$ cat src/pkg/alarm_pkg.sv
// constants, field layouts and register map of the alarm comparison block
// Functional notes
// RULE1 - a field is compared with its time counter only while its enable bit is one
// RULE2 - first joint match of all enabled fields with irq enable sets flag and interrupt
// RULE3 - fields with enable bit zero neither block nor cause an alarm
// RULE4 - bit 7 of each alarm register is the field enable, one enables
// RULE5 - seconds and minutes alarm hold BCD 0 to 59 in bits 6..0
// RULE6 - hours alarm: bit 6 unused, 24h bits 5..0, 12h bit 5 PM and 4..0
// RULE7 - day-of-month alarm holds BCD 1 to 31 in bits 5..0, bit 6 unused
// RULE8 - weekday alarm holds 1 to 7 in bits 2..0, bits 6..3 unused
// RULE9 - year alarm holds BCD 0 to 79 in bits 6..0 and joins the match
// RULE10 - match judged per timekeeping update; flag sets on entry, stays until cleared
package alarm_pkg;

    // ****************************************
    // widths
    // ****************************************
    localparam int ADDR_W     = 8;
    localparam int DATA_W     = 8;
    localparam int FIELD_W    = 7;
    localparam int NUM_FIELDS = 6;

    // ****************************************
    // register offsets
    // ****************************************
    localparam logic [ADDR_W-1:0] ADDR_INT_MASK     = 8'h01;
    localparam logic [ADDR_W-1:0] ADDR_INT_STATUS   = 8'h02;
    localparam logic [ADDR_W-1:0] ADDR_MATCH_STATUS = 8'h03;
    localparam logic [ADDR_W-1:0] ADDR_ALARM_SEC    = 8'h10;
    localparam logic [ADDR_W-1:0] ADDR_ALARM_MIN    = 8'h11;
    localparam logic [ADDR_W-1:0] ADDR_ALARM_HOUR   = 8'h12;
    localparam logic [ADDR_W-1:0] ADDR_ALARM_DAY    = 8'h13;
    localparam logic [ADDR_W-1:0] ADDR_ALARM_WDAY   = 8'h14;
    localparam logic [ADDR_W-1:0] ADDR_ALARM_YEAR   = 8'h16;

    // ****************************************
    // field positions
    // ****************************************
    localparam int ENABLE_BIT    = 7;
    localparam int IRQ_EN_BIT    = 0;
    localparam int FLAG_BIT      = 0;
    localparam int MATCH_BIT     = 0;
    localparam int ANY_EN_BIT    = 1;

    // value bits kept per field; the rest read as zero
    localparam logic [FIELD_W-1:0] SEC_MASK  = 7'h7f;
    localparam logic [FIELD_W-1:0] MIN_MASK  = 7'h7f;
    localparam logic [FIELD_W-1:0] HOUR_MASK = 7'h3f;
    localparam logic [FIELD_W-1:0] DAY_MASK  = 7'h3f;
    localparam logic [FIELD_W-1:0] WDAY_MASK = 7'h07;
    localparam logic [FIELD_W-1:0] YEAR_MASK = 7'h7f;

    // ****************************************
    // reset values
    // ****************************************
    localparam logic [FIELD_W-1:0] FIELD_RESET = 7'h00;
    localparam logic [DATA_W-1:0]  DATA_ZERO   = 8'h00;

    // ****************************************
    // field index
    // ****************************************
    typedef enum logic [2:0] {
        FLD_SEC  = 3'b000,
        FLD_MIN  = 3'b001,
        FLD_HOUR = 3'b010,
        FLD_DAY  = 3'b011,
        FLD_WDAY = 3'b100,
        FLD_YEAR = 3'b101
    } field_e;

endpackage : alarm_pkg

$ cat src/hw/alarm_field_match.sv
// one alarm field compared against its running time counter
module alarm_field_match
    import alarm_pkg::*;
#(
    parameter logic [FIELD_W-1:0] FIELD_MASK = 7'h7f
) (
    input  wire logic [FIELD_W-1:0] alarm_value,
    input  wire logic               field_match_enable,
    input  wire logic [FIELD_W-1:0] current_value,
    output logic                    field_pass
);

    // disabled field always passes so it never blocks the joint match
    always_comb begin
        if (field_match_enable) begin
            field_pass = ((alarm_value & FIELD_MASK) == (current_value & FIELD_MASK)); // RULE1
        end else begin
            field_pass = 1'b1; // RULE3
        end
    end

endmodule : alarm_field_match

$ cat src/hw/rtc_alarm_compare.sv
// alarm registers, joint match, alarm flag and interrupt of the clock/calendar
//
// Our own choice: strobed register access.
module rtc_alarm_compare
    import alarm_pkg::*;
(
    input  wire logic              MCLK,
    input  wire logic              ARST_N,
    input  wire logic [ADDR_W-1:0] ADDR,
    input  wire logic [DATA_W-1:0] WDATA,
    input  wire logic              WR,
    input  wire logic              RD,
    output logic      [DATA_W-1:0] RDATA,
    input  wire logic              TICK,
    input  wire logic [DATA_W-1:0] CUR_SECONDS,
    input  wire logic [DATA_W-1:0] CUR_MINUTES,
    input  wire logic [DATA_W-1:0] CUR_HOURS,
    input  wire logic [DATA_W-1:0] CUR_DAYS,
    input  wire logic [DATA_W-1:0] CUR_WEEKDAYS,
    input  wire logic [DATA_W-1:0] CUR_YEARS,
    output logic                   IRQ,
    output logic                   ALARM_FLAG,
    output logic                   MATCH
);

    // ****************************************
    // functions
    // ****************************************

    // map a register offset to an alarm field; valid low when none
    function automatic logic field_hit(input logic [ADDR_W-1:0] a,
                                       output field_e idx);
        logic hit;
        hit = 1'b1;
        idx = FLD_SEC;
        if (a == ADDR_ALARM_SEC) begin
            idx = FLD_SEC;
        end else if (a == ADDR_ALARM_MIN) begin
            idx = FLD_MIN;
        end else if (a == ADDR_ALARM_HOUR) begin
            idx = FLD_HOUR;
        end else if (a == ADDR_ALARM_DAY) begin
            idx = FLD_DAY;
        end else if (a == ADDR_ALARM_WDAY) begin
            idx = FLD_WDAY;
        end else if (a == ADDR_ALARM_YEAR) begin
            idx = FLD_YEAR;
        end else begin
            hit = 1'b0;
        end
        return hit;
    endfunction : field_hit

    // value bits that a field keeps
    function automatic logic [FIELD_W-1:0] field_mask(input field_e idx);
        logic [FIELD_W-1:0] m;
        m = SEC_MASK;
        case (idx)
            FLD_SEC:  m = SEC_MASK;  // RULE5
            FLD_MIN:  m = MIN_MASK;  // RULE5
            FLD_HOUR: m = HOUR_MASK; // RULE6
            FLD_DAY:  m = DAY_MASK;  // RULE7
            FLD_WDAY: m = WDAY_MASK; // RULE8
            FLD_YEAR: m = YEAR_MASK; // RULE9
            default:  m = SEC_MASK;
        endcase
        return m;
    endfunction : field_mask

    // ****************************************
    // declarations
    // ****************************************
    logic [FIELD_W-1:0] alarm_value_q [NUM_FIELDS];
    logic [NUM_FIELDS-1:0] field_match_enable_q;
    logic [FIELD_W-1:0] current_value [NUM_FIELDS];
    logic [NUM_FIELDS-1:0] field_pass;
    logic                  alarm_irq_enable_q;
    logic                  alarm_flag_q;
    logic                  alarm_flag_d;
    logic                  match_prev_q;
    logic                  irq_q;
    logic [DATA_W-1:0]     rdata_q;
    logic [DATA_W-1:0]     rdata_d;
    logic                  match_now;
    logic                  any_enabled;
    logic                  alarm_rise;
    logic                  wr_field_hit;
    field_e                wr_field_idx;
    logic                  rd_field_hit;
    field_e                rd_field_idx;
    logic                  flag_clear;

    // ****************************************
    // address decode
    // ****************************************

    // field targeted by the current write and read strobes
    always_comb begin
        wr_field_idx = FLD_SEC;
        rd_field_idx = FLD_SEC;
        wr_field_hit = field_hit(ADDR, wr_field_idx);
        rd_field_hit = field_hit(ADDR, rd_field_idx);
    end

    // ****************************************
    // alarm registers
    // ****************************************

    // alarm values, unused bits dropped on write
    always_ff @(posedge MCLK or negedge ARST_N) begin
        if (!ARST_N) begin
            for (int i = 0; i < NUM_FIELDS; i++) begin
                alarm_value_q[i] <= FIELD_RESET;
            end
        end else if (WR && wr_field_hit) begin
            alarm_value_q[wr_field_idx] <= WDATA[FIELD_W-1:0] & field_mask(wr_field_idx);
        end
    end

    // per-field enable bits taken from bit 7
    always_ff @(posedge MCLK or negedge ARST_N) begin
        if (!ARST_N) begin
            field_match_enable_q <= '0;
        end else if (WR && wr_field_hit) begin
            field_match_enable_q[wr_field_idx] <= WDATA[ENABLE_BIT]; // RULE4
        end
    end

    // interrupt mask: the alarm irq enable
    always_ff @(posedge MCLK or negedge ARST_N) begin
        if (!ARST_N) begin
            alarm_irq_enable_q <= 1'b0;
        end else if (WR && ADDR == ADDR_INT_MASK) begin
            alarm_irq_enable_q <= WDATA[IRQ_EN_BIT];
        end
    end

    // ****************************************
    // field comparison
    // ****************************************

    // running counters arranged in field order
    always_comb begin
        current_value[FLD_SEC]  = CUR_SECONDS[FIELD_W-1:0];
        current_value[FLD_MIN]  = CUR_MINUTES[FIELD_W-1:0];
        current_value[FLD_HOUR] = CUR_HOURS[FIELD_W-1:0];
        current_value[FLD_DAY]  = CUR_DAYS[FIELD_W-1:0];
        current_value[FLD_WDAY] = CUR_WEEKDAYS[FIELD_W-1:0];
        current_value[FLD_YEAR] = CUR_YEARS[FIELD_W-1:0];
    end

    // one comparator per field with the field's own bit mask
    alarm_field_match #(.FIELD_MASK(SEC_MASK)) u_match_sec (
        .alarm_value        (alarm_value_q[FLD_SEC]),
        .field_match_enable (field_match_enable_q[FLD_SEC]),
        .current_value      (current_value[FLD_SEC]),
        .field_pass         (field_pass[FLD_SEC])
    );

    alarm_field_match #(.FIELD_MASK(MIN_MASK)) u_match_min (
        .alarm_value        (alarm_value_q[FLD_MIN]),
        .field_match_enable (field_match_enable_q[FLD_MIN]),
        .current_value      (current_value[FLD_MIN]),
        .field_pass         (field_pass[FLD_MIN])
    );

    alarm_field_match #(.FIELD_MASK(HOUR_MASK)) u_match_hour (
        .alarm_value        (alarm_value_q[FLD_HOUR]),
        .field_match_enable (field_match_enable_q[FLD_HOUR]),
        .current_value      (current_value[FLD_HOUR]),
        .field_pass         (field_pass[FLD_HOUR])
    );

    alarm_field_match #(.FIELD_MASK(DAY_MASK)) u_match_day (
        .alarm_value        (alarm_value_q[FLD_DAY]),
        .field_match_enable (field_match_enable_q[FLD_DAY]),
        .current_value      (current_value[FLD_DAY]),
        .field_pass         (field_pass[FLD_DAY])
    );

    alarm_field_match #(.FIELD_MASK(WDAY_MASK)) u_match_wday (
        .alarm_value        (alarm_value_q[FLD_WDAY]),
        .field_match_enable (field_match_enable_q[FLD_WDAY]),
        .current_value      (current_value[FLD_WDAY]),
        .field_pass         (field_pass[FLD_WDAY])
    );

    alarm_field_match #(.FIELD_MASK(YEAR_MASK)) u_match_year (
        .alarm_value        (alarm_value_q[FLD_YEAR]),
        .field_match_enable (field_match_enable_q[FLD_YEAR]),
        .current_value      (current_value[FLD_YEAR]),
        .field_pass         (field_pass[FLD_YEAR])
    );

    // joint match; with no field enabled there is no alarm at all
    assign any_enabled = |field_match_enable_q;
    assign match_now   = any_enabled & (&field_pass); // RULE2

    // ****************************************
    // match edge and alarm flag
    // ****************************************

    // match state sampled once per timekeeping update
    always_ff @(posedge MCLK or negedge ARST_N) begin
        if (!ARST_N) begin
            match_prev_q <= 1'b0;
        end else if (TICK) begin
            match_prev_q <= match_now; // RULE10
        end
    end

    // only the update that enters the matching state counts
    assign alarm_rise = TICK & match_now & ~match_prev_q; // RULE10
    assign flag_clear = WR && (ADDR == ADDR_INT_STATUS) && WDATA[FLAG_BIT];

    // sticky flag, write one to clear; a new alarm wins over the clear
    always_comb begin
        alarm_flag_d = alarm_flag_q;
        if (alarm_rise && alarm_irq_enable_q) begin
            alarm_flag_d = 1'b1; // RULE2
        end else if (flag_clear) begin
            alarm_flag_d = 1'b0; // RULE10
        end
    end

    always_ff @(posedge MCLK or negedge ARST_N) begin
        if (!ARST_N) begin
            alarm_flag_q <= 1'b0;
        end else begin
            alarm_flag_q <= alarm_flag_d;
        end
    end

    // interrupt level while the flag is set and unmasked
    always_ff @(posedge MCLK or negedge ARST_N) begin
        if (!ARST_N) begin
            irq_q <= 1'b0;
        end else begin
            irq_q <= alarm_flag_q & alarm_irq_enable_q; // RULE2
        end
    end

    // ****************************************
    // read path
    // ****************************************

    // read data for the cycle after the strobe, zero otherwise
    always_comb begin
        rdata_d = DATA_ZERO;
        if (RD) begin
            if (rd_field_hit) begin
                rdata_d = {field_match_enable_q[rd_field_idx], alarm_value_q[rd_field_idx]};
            end else if (ADDR == ADDR_INT_MASK) begin
                rdata_d[IRQ_EN_BIT] = alarm_irq_enable_q;
            end else if (ADDR == ADDR_INT_STATUS) begin
                rdata_d[FLAG_BIT] = alarm_flag_q;
            end else if (ADDR == ADDR_MATCH_STATUS) begin
                rdata_d[MATCH_BIT]  = match_prev_q;
                rdata_d[ANY_EN_BIT] = any_enabled;
            end else begin
                rdata_d = DATA_ZERO; // unmapped offsets read zero
            end
        end
    end

    always_ff @(posedge MCLK or negedge ARST_N) begin
        if (!ARST_N) begin
            rdata_q <= DATA_ZERO;
        end else begin
            rdata_q <= rdata_d;
        end
    end

    // ****************************************
    // outputs
    // ****************************************
    assign RDATA      = rdata_q;
    assign IRQ        = irq_q;
    assign ALARM_FLAG = alarm_flag_q;
    assign MATCH      = match_prev_q;

endmodule : rtc_alarm_compare

$ cat config.mk
export PLATFORM = sky130hd
export DESIGN_NAME = rtc_alarm_compare
export DESIGN_NICKNAME = d
export VERILOG_FILES = /design/src/pkg/alarm_pkg.sv /design/src/hw/alarm_field_match.sv /design/src/hw/rtc_alarm_compare.sv
export SDC_FILE = /design/constraint.sdc
export NUM_CORES = 1
export LEC_CHECK = 0
export BUFFER_PORTS_ARGS = -buffer_cell sky130_fd_sc_hd__buf_2
export CAP_MARGIN = 20
export CORE_UTILIZATION = 35
export CTS_CLUSTER_SIZE = 28
export DETAILED_ROUTE_END_ITERATION = 10
export PLACE_DENSITY = 0.6
export SETUP_SLACK_MARGIN = 0.02
export SYNTH_ARGS = -nofsm -noshare
export SYNTH_HDL_FRONTEND = slang
export SYNTH_SLANG_ARGS = --single-unit
$ cat constraint.sdc
create_clock -name MCLK -period 2.3 [get_ports MCLK]
set_clock_uncertainty 0.15 [all_clocks]
set_input_delay 0.46 -clock MCLK [delete_from_list [all_inputs] [get_ports MCLK]]
set_output_delay 0.46 -clock MCLK [all_outputs]
set_load 0.05 [all_outputs]
# Yosys cells after proc, flatten, opt, wreduce, memory -nomap -nowiden
# Index checks and enable logic that the tools add are counted.
# totals
reg_bits	60
input_bits	69
elab_cells	92
output_inout_bits	11
# classes
n_eq_ne	18
reduce_logical	11
n_mux	40
bitwise_logic	7
order_cmp	4
# ops
cell	count
equality test 8 x 5 -> 1 bit, second input constant	6
bitwise mux 42 bit	1
two-way mux 7 bit	5
binary-select mux 7 bit (select 3 bit)	1
demux 7 bit (select 3 bit)	1
equality test 7 bit	3
two-way mux 1 bit	19
two-way mux 3 bit	6
equality test 8 x 2 -> 1 bit, second input constant	2
two-way mux 8 bit	2
one-hot mux 7 bit (2 select lines)	1
equality test 6 bit	2
equality test 8 x 1 -> 1 bit, second input constant	1
AND 7 bit	1
logical AND 1 bit	7
bitwise mux 6 bit	1
equality test 3 x 2 -> 1 bit, second input constant	2
AND reduction 6 bit	1
OR reduction 6 bit	1
AND 1 bit	4
>= comparator 4 bit, second input constant	1
less-than comparator 3 x 4 -> 1 bit, second input constant	1
less-than comparator 4 x 1 -> 1 bit, second input constant	1
inverter 3 -> 4 bit	1
9 further kinds	9

# Logic depth before layout (Yosys ltp)
# logic_depth
ltp_word	13
ltp_mapped	8
ltp_nobuf	5

# Hierarchy
# From an unflattened synthesis, not the netlist that was laid out.
# hier_totals
cells_unflattened	299
hier_area_um2	3379.5
# modules_own_cells
module	seq_area_each_um2	cells_each	instances	area_each_um2
rtc_alarm_compare	1501.4	252	1	2951.6
alarm_field_match at u_match_min ...	0.0	9	3	83.8
alarm_field_match at u_match_day ...	0.0	8	2	71.3
alarm_field_match at u_match_wday	0.0	4	1	33.8

# Worst setup path before layout
# OpenSTA, ideal clock, no wires.
# synth_timing
path_kind	input -> register
from	input port ADDR[3]
to	register alarm_value_q[0] in the netlist's numbering
arrival_time_ps	1761
required_time_ps	2025
path_stages	6
setup_time_ps	125
setup_slack_ps	265
n_path_buf	1
path_cell_list	nor4_4 > nand2_1 > nor3_2 > and3_1 > buf_6 > mux2_2
# synth_between
elab_chain_cells	13
elab_cells_between_ends	26
# synth_rtl
element	line	text
from (decl)	rtc_alarm_compare.sv:9	input wire logic [ADDR_W-1:0] ADDR,
equality test 8 x 5 -> 1 bit	rtc_alarm_compare.sv:46	end else if (a == ADDR_ALARM_YEAR) begin
two-way mux 3 bit	rtc_alarm_compare.sv:46	
two-way mux 3 bit	rtc_alarm_compare.sv:44	end else if (a == ADDR_ALARM_WDAY) begin
two-way mux 3 bit	rtc_alarm_compare.sv:42	end else if (a == ADDR_ALARM_DAY) begin
two-way mux 3 bit	rtc_alarm_compare.sv:40	end else if (a == ADDR_ALARM_HOUR) begin
two-way mux 3 bit	rtc_alarm_compare.sv:38	end else if (a == ADDR_ALARM_MIN) begin
two-way mux 3 bit	rtc_alarm_compare.sv:36	if (a == ADDR_ALARM_SEC) begin
inverter 3 -> 4 bit (not written as such)	rtc_alarm_compare.sv:116	alarm_value_q[wr_field_idx] <= WDATA[FIELD_W-1:0] & field_mask(wr_field_idx);
>= comparator 4 bit (not written as such) or less-than comparator 4 x 1 -> 1 bit (tied branches)	rtc_alarm_compare.sv:116	
logical AND 1 bit (not written as such)	rtc_alarm_compare.sv:116	
two-way mux 7 bit (not written as such)	rtc_alarm_compare.sv:116	
demux 7 bit (select 3 bit)	rtc_alarm_compare.sv:116	
bitwise mux 42 bit	rtc_alarm_compare.sv:116	
to (signal, indexed assignment)	rtc_alarm_compare.sv:116	
to (decl)	rtc_alarm_compare.sv:73	logic [FIELD_W-1:0] alarm_value_q [NUM_FIELDS];
# Several ways; a longest one is shown, not always the timed one.
# A chain may end at the register's enable or synchronous reset.

# Worst setup path in the final report
# layout_timing
from	register alarm_value_q[28] in the netlist's numbering
to	register alarm_flag_q (netlist: ALARM_FLAG)
# layout_between
elab_chain_cells	8
elab_cells_between_ends	9
# layout_rtl
element	line	text
equality test 7 bit *	alarm_field_match.sv:16	field_pass = ((alarm_value & FIELD_MASK) == (current_value & FIELD_MASK));
two-way mux 1 bit *	alarm_field_match.sv:15	if (field_match_enable) begin
AND reduction 6 bit *	rtc_alarm_compare.sv:197	assign match_now = any_enabled & (&field_pass);
AND 1 bit *	rtc_alarm_compare.sv:197	
AND 1 bit * (2 in a row)	rtc_alarm_compare.sv:213	assign alarm_rise = TICK & match_now & ~match_prev_q;
logical AND 1 bit *	rtc_alarm_compare.sv:219	if (alarm_rise && alarm_irq_enable_q) begin
two-way mux 1 bit or nonzero test 2 bit (tied branches)	n/a	
to (signal assigned)	rtc_alarm_compare.sv:230	alarm_flag_q <= alarm_flag_d;
to (decl)	rtc_alarm_compare.sv:78	logic alarm_flag_q;
# Mark *: on every way between the ends. The rest lies on a longest branch, timed or not.

==> impl_results.md <==
* Synth top cells by count: 60 x dfrtp_1, 43 x mux2_2, 20 x xnor2_1
* GR Overflow Total at 0
* Maxcap violations at 0
* Worst slew margin at 0.7025
* Resized Gates After CTS at 0
* Max Clk Rate at roughly 500 MHz
* CTS tree: done
* DR vias/cell at a little over 5
* Top-count cell post-synth: dfrtp_1
* DR vias at 2,454
* Initial antenna violation count at 0
* Post-DRT Antenna Nets at 0
* Xor/xnor share of the synthesized area at 0.09607
* Die height at 98.84 µm
* First DRT Iteration DRCs at 120
* Post-Synthesis Net Count at 354
* Number of port buffers at 67
* RSZ-0062 raised after global routing: no
* WP data required at approximately 2.4 ns
* Status: completed
* Crit end category: flop
* Post-Synthesis Cell Area at between 0.003 and 0.004 mm²
* Simple-gate share of the synthesized area at 0.1228
* Worst hold path type: input pin to flop
* Final setup violation count at 0
* Clk root buf: clkbuf_8
* Initial Utilization at 0.3691
* # rows at 34
* Clk buf depth at 2
* Compound-Gate Fraction of Synth Area at 0.1079
* Syn_area_per_cell at approximately 12 µm²
* Final setup margin at 0.3100 ns
* Die ar. at 0.009768 mm²
* Worst ir drop on vdd at between 0.2 and 0.3 mV
* Core footprint at 0.008891 mm²
* Sequential area share after synthesis at 0.4575
* Die width at ~99 µm
* Aggregate negative setup slack at 0 ns
* Critical Path AT at 2.09 ns
* TritonCTS Sinks at 60
* Largest family of logic cells by synthesized area: multiplexers
* Layout Nets at 432
* YS warnings at 0
* WHS at between 0.15 and 0.2 ns
* Top-area cell type share of the netlist area at 0.4575
* Total Wirelength at around 8.3 mm
* First-pass GRT wire length at between 10 and 15 mm
* Number of global-route vias before repair at around 2,600
* Inserted Clock Buffers at 9
* Antenna Diode Count at 0
* Area leader, netlist: dfrtp_1
* Residual DRC at 0
* Mux contribution to synthesized area at 0.1780
* Final Max Slew Viols at 0
* GP Congestion at around 0.87
* Place WS at -0.01125 ns
* Final hold vios at 0
* Synth-to-Final Area Change at 19.79%
* Worst-path clk slew at ~0.07 ns
* Async set-reset flop share out of synthesis at 1.000
* Slew @ Worst Pin at about 0.45 ns
* Crit Path Category: flop to flop
* Yosys cell types at about 50
* Fin crit period at about 2 ns
* Power per cell area at about 580 mW/mm²
* Fin crit share at 0.8652
* Synth Instances at around 290
* Post-synthesis adder-cell area fraction at 0
* Number of synthesized flops with an enable pin at 0
* Max Fanout on Critical Path at 3
* Primary FF master, synth: dfrtp_1
* Flops & latches, synth at 60
* Drt first pass iters at 4
* H-tree levels at 3
* Largest net degree at the start of global routing at 61
* Fraction of layout cells with a size suffix above 1 at 0.4208
* Io pins at 80
* LEAKAGE at 1.979 nW
* DP HPWL at 6.362 mm
* Wire length per cell at approximately 18 µm
* Gr usage total at 0.1845
* Top cells by area, synth: dfrtp_1 46%, mux2_2 15%, xnor2_1 5.3%
* Critical Path Start Type: flop
* Worst-skew pair later-pin latency at roughly 0.34 ns
-- area by class of cell --
cell class	instances	area, µm²
well taps	108	135.1
multi-input cells	203	1657
flip-flops and latches	60	1501
clock inverters	3	15.01
inverters	9	33.78
fillers	874	4960
repair buffers	80	447.9
clock buffers	11	141.4
-- repair_timing --
| action | in CTS | in global routing |
|---|---|---|
| buffers inserted | 0 | 0 |
| hold endpoints to repair | 54 | 0 |
| hold buffers | 1 | 0 |
| endpoints found under the setup margin | 0 | 0 |
-- where the power goes --
part	internal, W	leakage [nW]	total (W)	switching, W
combinational	0.000154	1.07	0.000347	0.000193
clock	0.000402	0.0848	0.000792	0.000390
sequential	0.00110	0.819	0.00115	0.0000471
-- routing by layer --
metal / share of wire / up-vias / GRT usage
met5: 0 / - / 0
met4: 0.020 / 0 / 0.08726
met3: 0.039 / 12 / 0.03262
met2: 0.47 / 50 / 0.2959
met1: 0.47 / 1206 / 0.2426
li1: - / 1186 / -
-- stage by stage --
| step | power [W] | utilization | instance area (µm²) | cells |
|---|---|---|---|---|
| finish | 0.002291 | 0.4422 | 3931 | 474 |
| global placement | 0.001511 | 0.4234 | 3765 | 459 |
| global route | 0.002391 | 0.4422 | 3931 | 474 |
| detailed placement | 0.001519 | 0.4234 | 3765 | 459 |
| CTS | 0.002308 | 0.4422 | 3931 | 474 |
| floorplan | 0.001356 | - | 3282 | 285 |
-- kinds of logic after synthesis --
group,count (synthesis)
AO/OA/AOI/OAI,49
XOR/XNOR,36
buffers and inverters,22
flip-flops,60
multiplexers,52
AND/OR/NAND/NOR,66
-- layout by cell type, fill, tap and decap left out, drive strengths merged, types with 4 or more instances in the layout --
| cell type | synthesis | layout |
|---|---|---|
| clkinv | 1 | 4 |
| o221ai | 8 | 8 |
| xor2 | 16 | 16 |
| nand4 | 7 | 7 |
| a21oi | 11 | 11 |
| mux2 | 45 | 45 |
| a31oi | 6 | 6 |
| nor2b | 6 | 6 |
| and2b | 4 | 4 |
| o21ai | 5 | 5 |
| nand2 | 18 | 18 |
| dfrtp | 60 | 60 |
| mux2i | 7 | 7 |
| nor2 | 12 | 12 |
| buf | 11 | 79 |
| xnor2 | 20 | 20 |
| inv | 8 | 8 |
| clkbuf | 2 | 11 |
-- worst max-delay path: stages, from the launching register on --
cell       delay, ns
dfrtp_1         0.40
xnor2_1         0.24
nand4_1         0.17
o41ai_1         0.32
o2111ai_1       0.31
o31ai_1         0.31
-- flip-flops by register name, summed over array words and instances (netlist names) --
name,count
alarm_value_q,42
MATCH,1
RDATA,8
alarm_irq_enable_q,1
IRQ,1
ALARM_FLAG,1
field_match_enable_q,6
-- final timing paths --
path | to | cells past startpoint | slack, ns | from
max | ALARM_FLAG | 5 | 0.31 | alarm_value_q[28]
min | MATCH | 2 | 0.19 | TICK
max reg2reg | ALARM_FLAG | 5 | 0.31 | alarm_value_q[28]
min reg2reg | alarm_value_q[13] | 1 | 0.35 | alarm_value_q[13]
max in group asynchronous | RDATA[5] | 3 | 1.21 | ARST_N
min in group asynchronous | alarm_value_q[35] | 3 | 0.51 | ARST_N
Note: power is estimated with default switching activity, not from simulation.
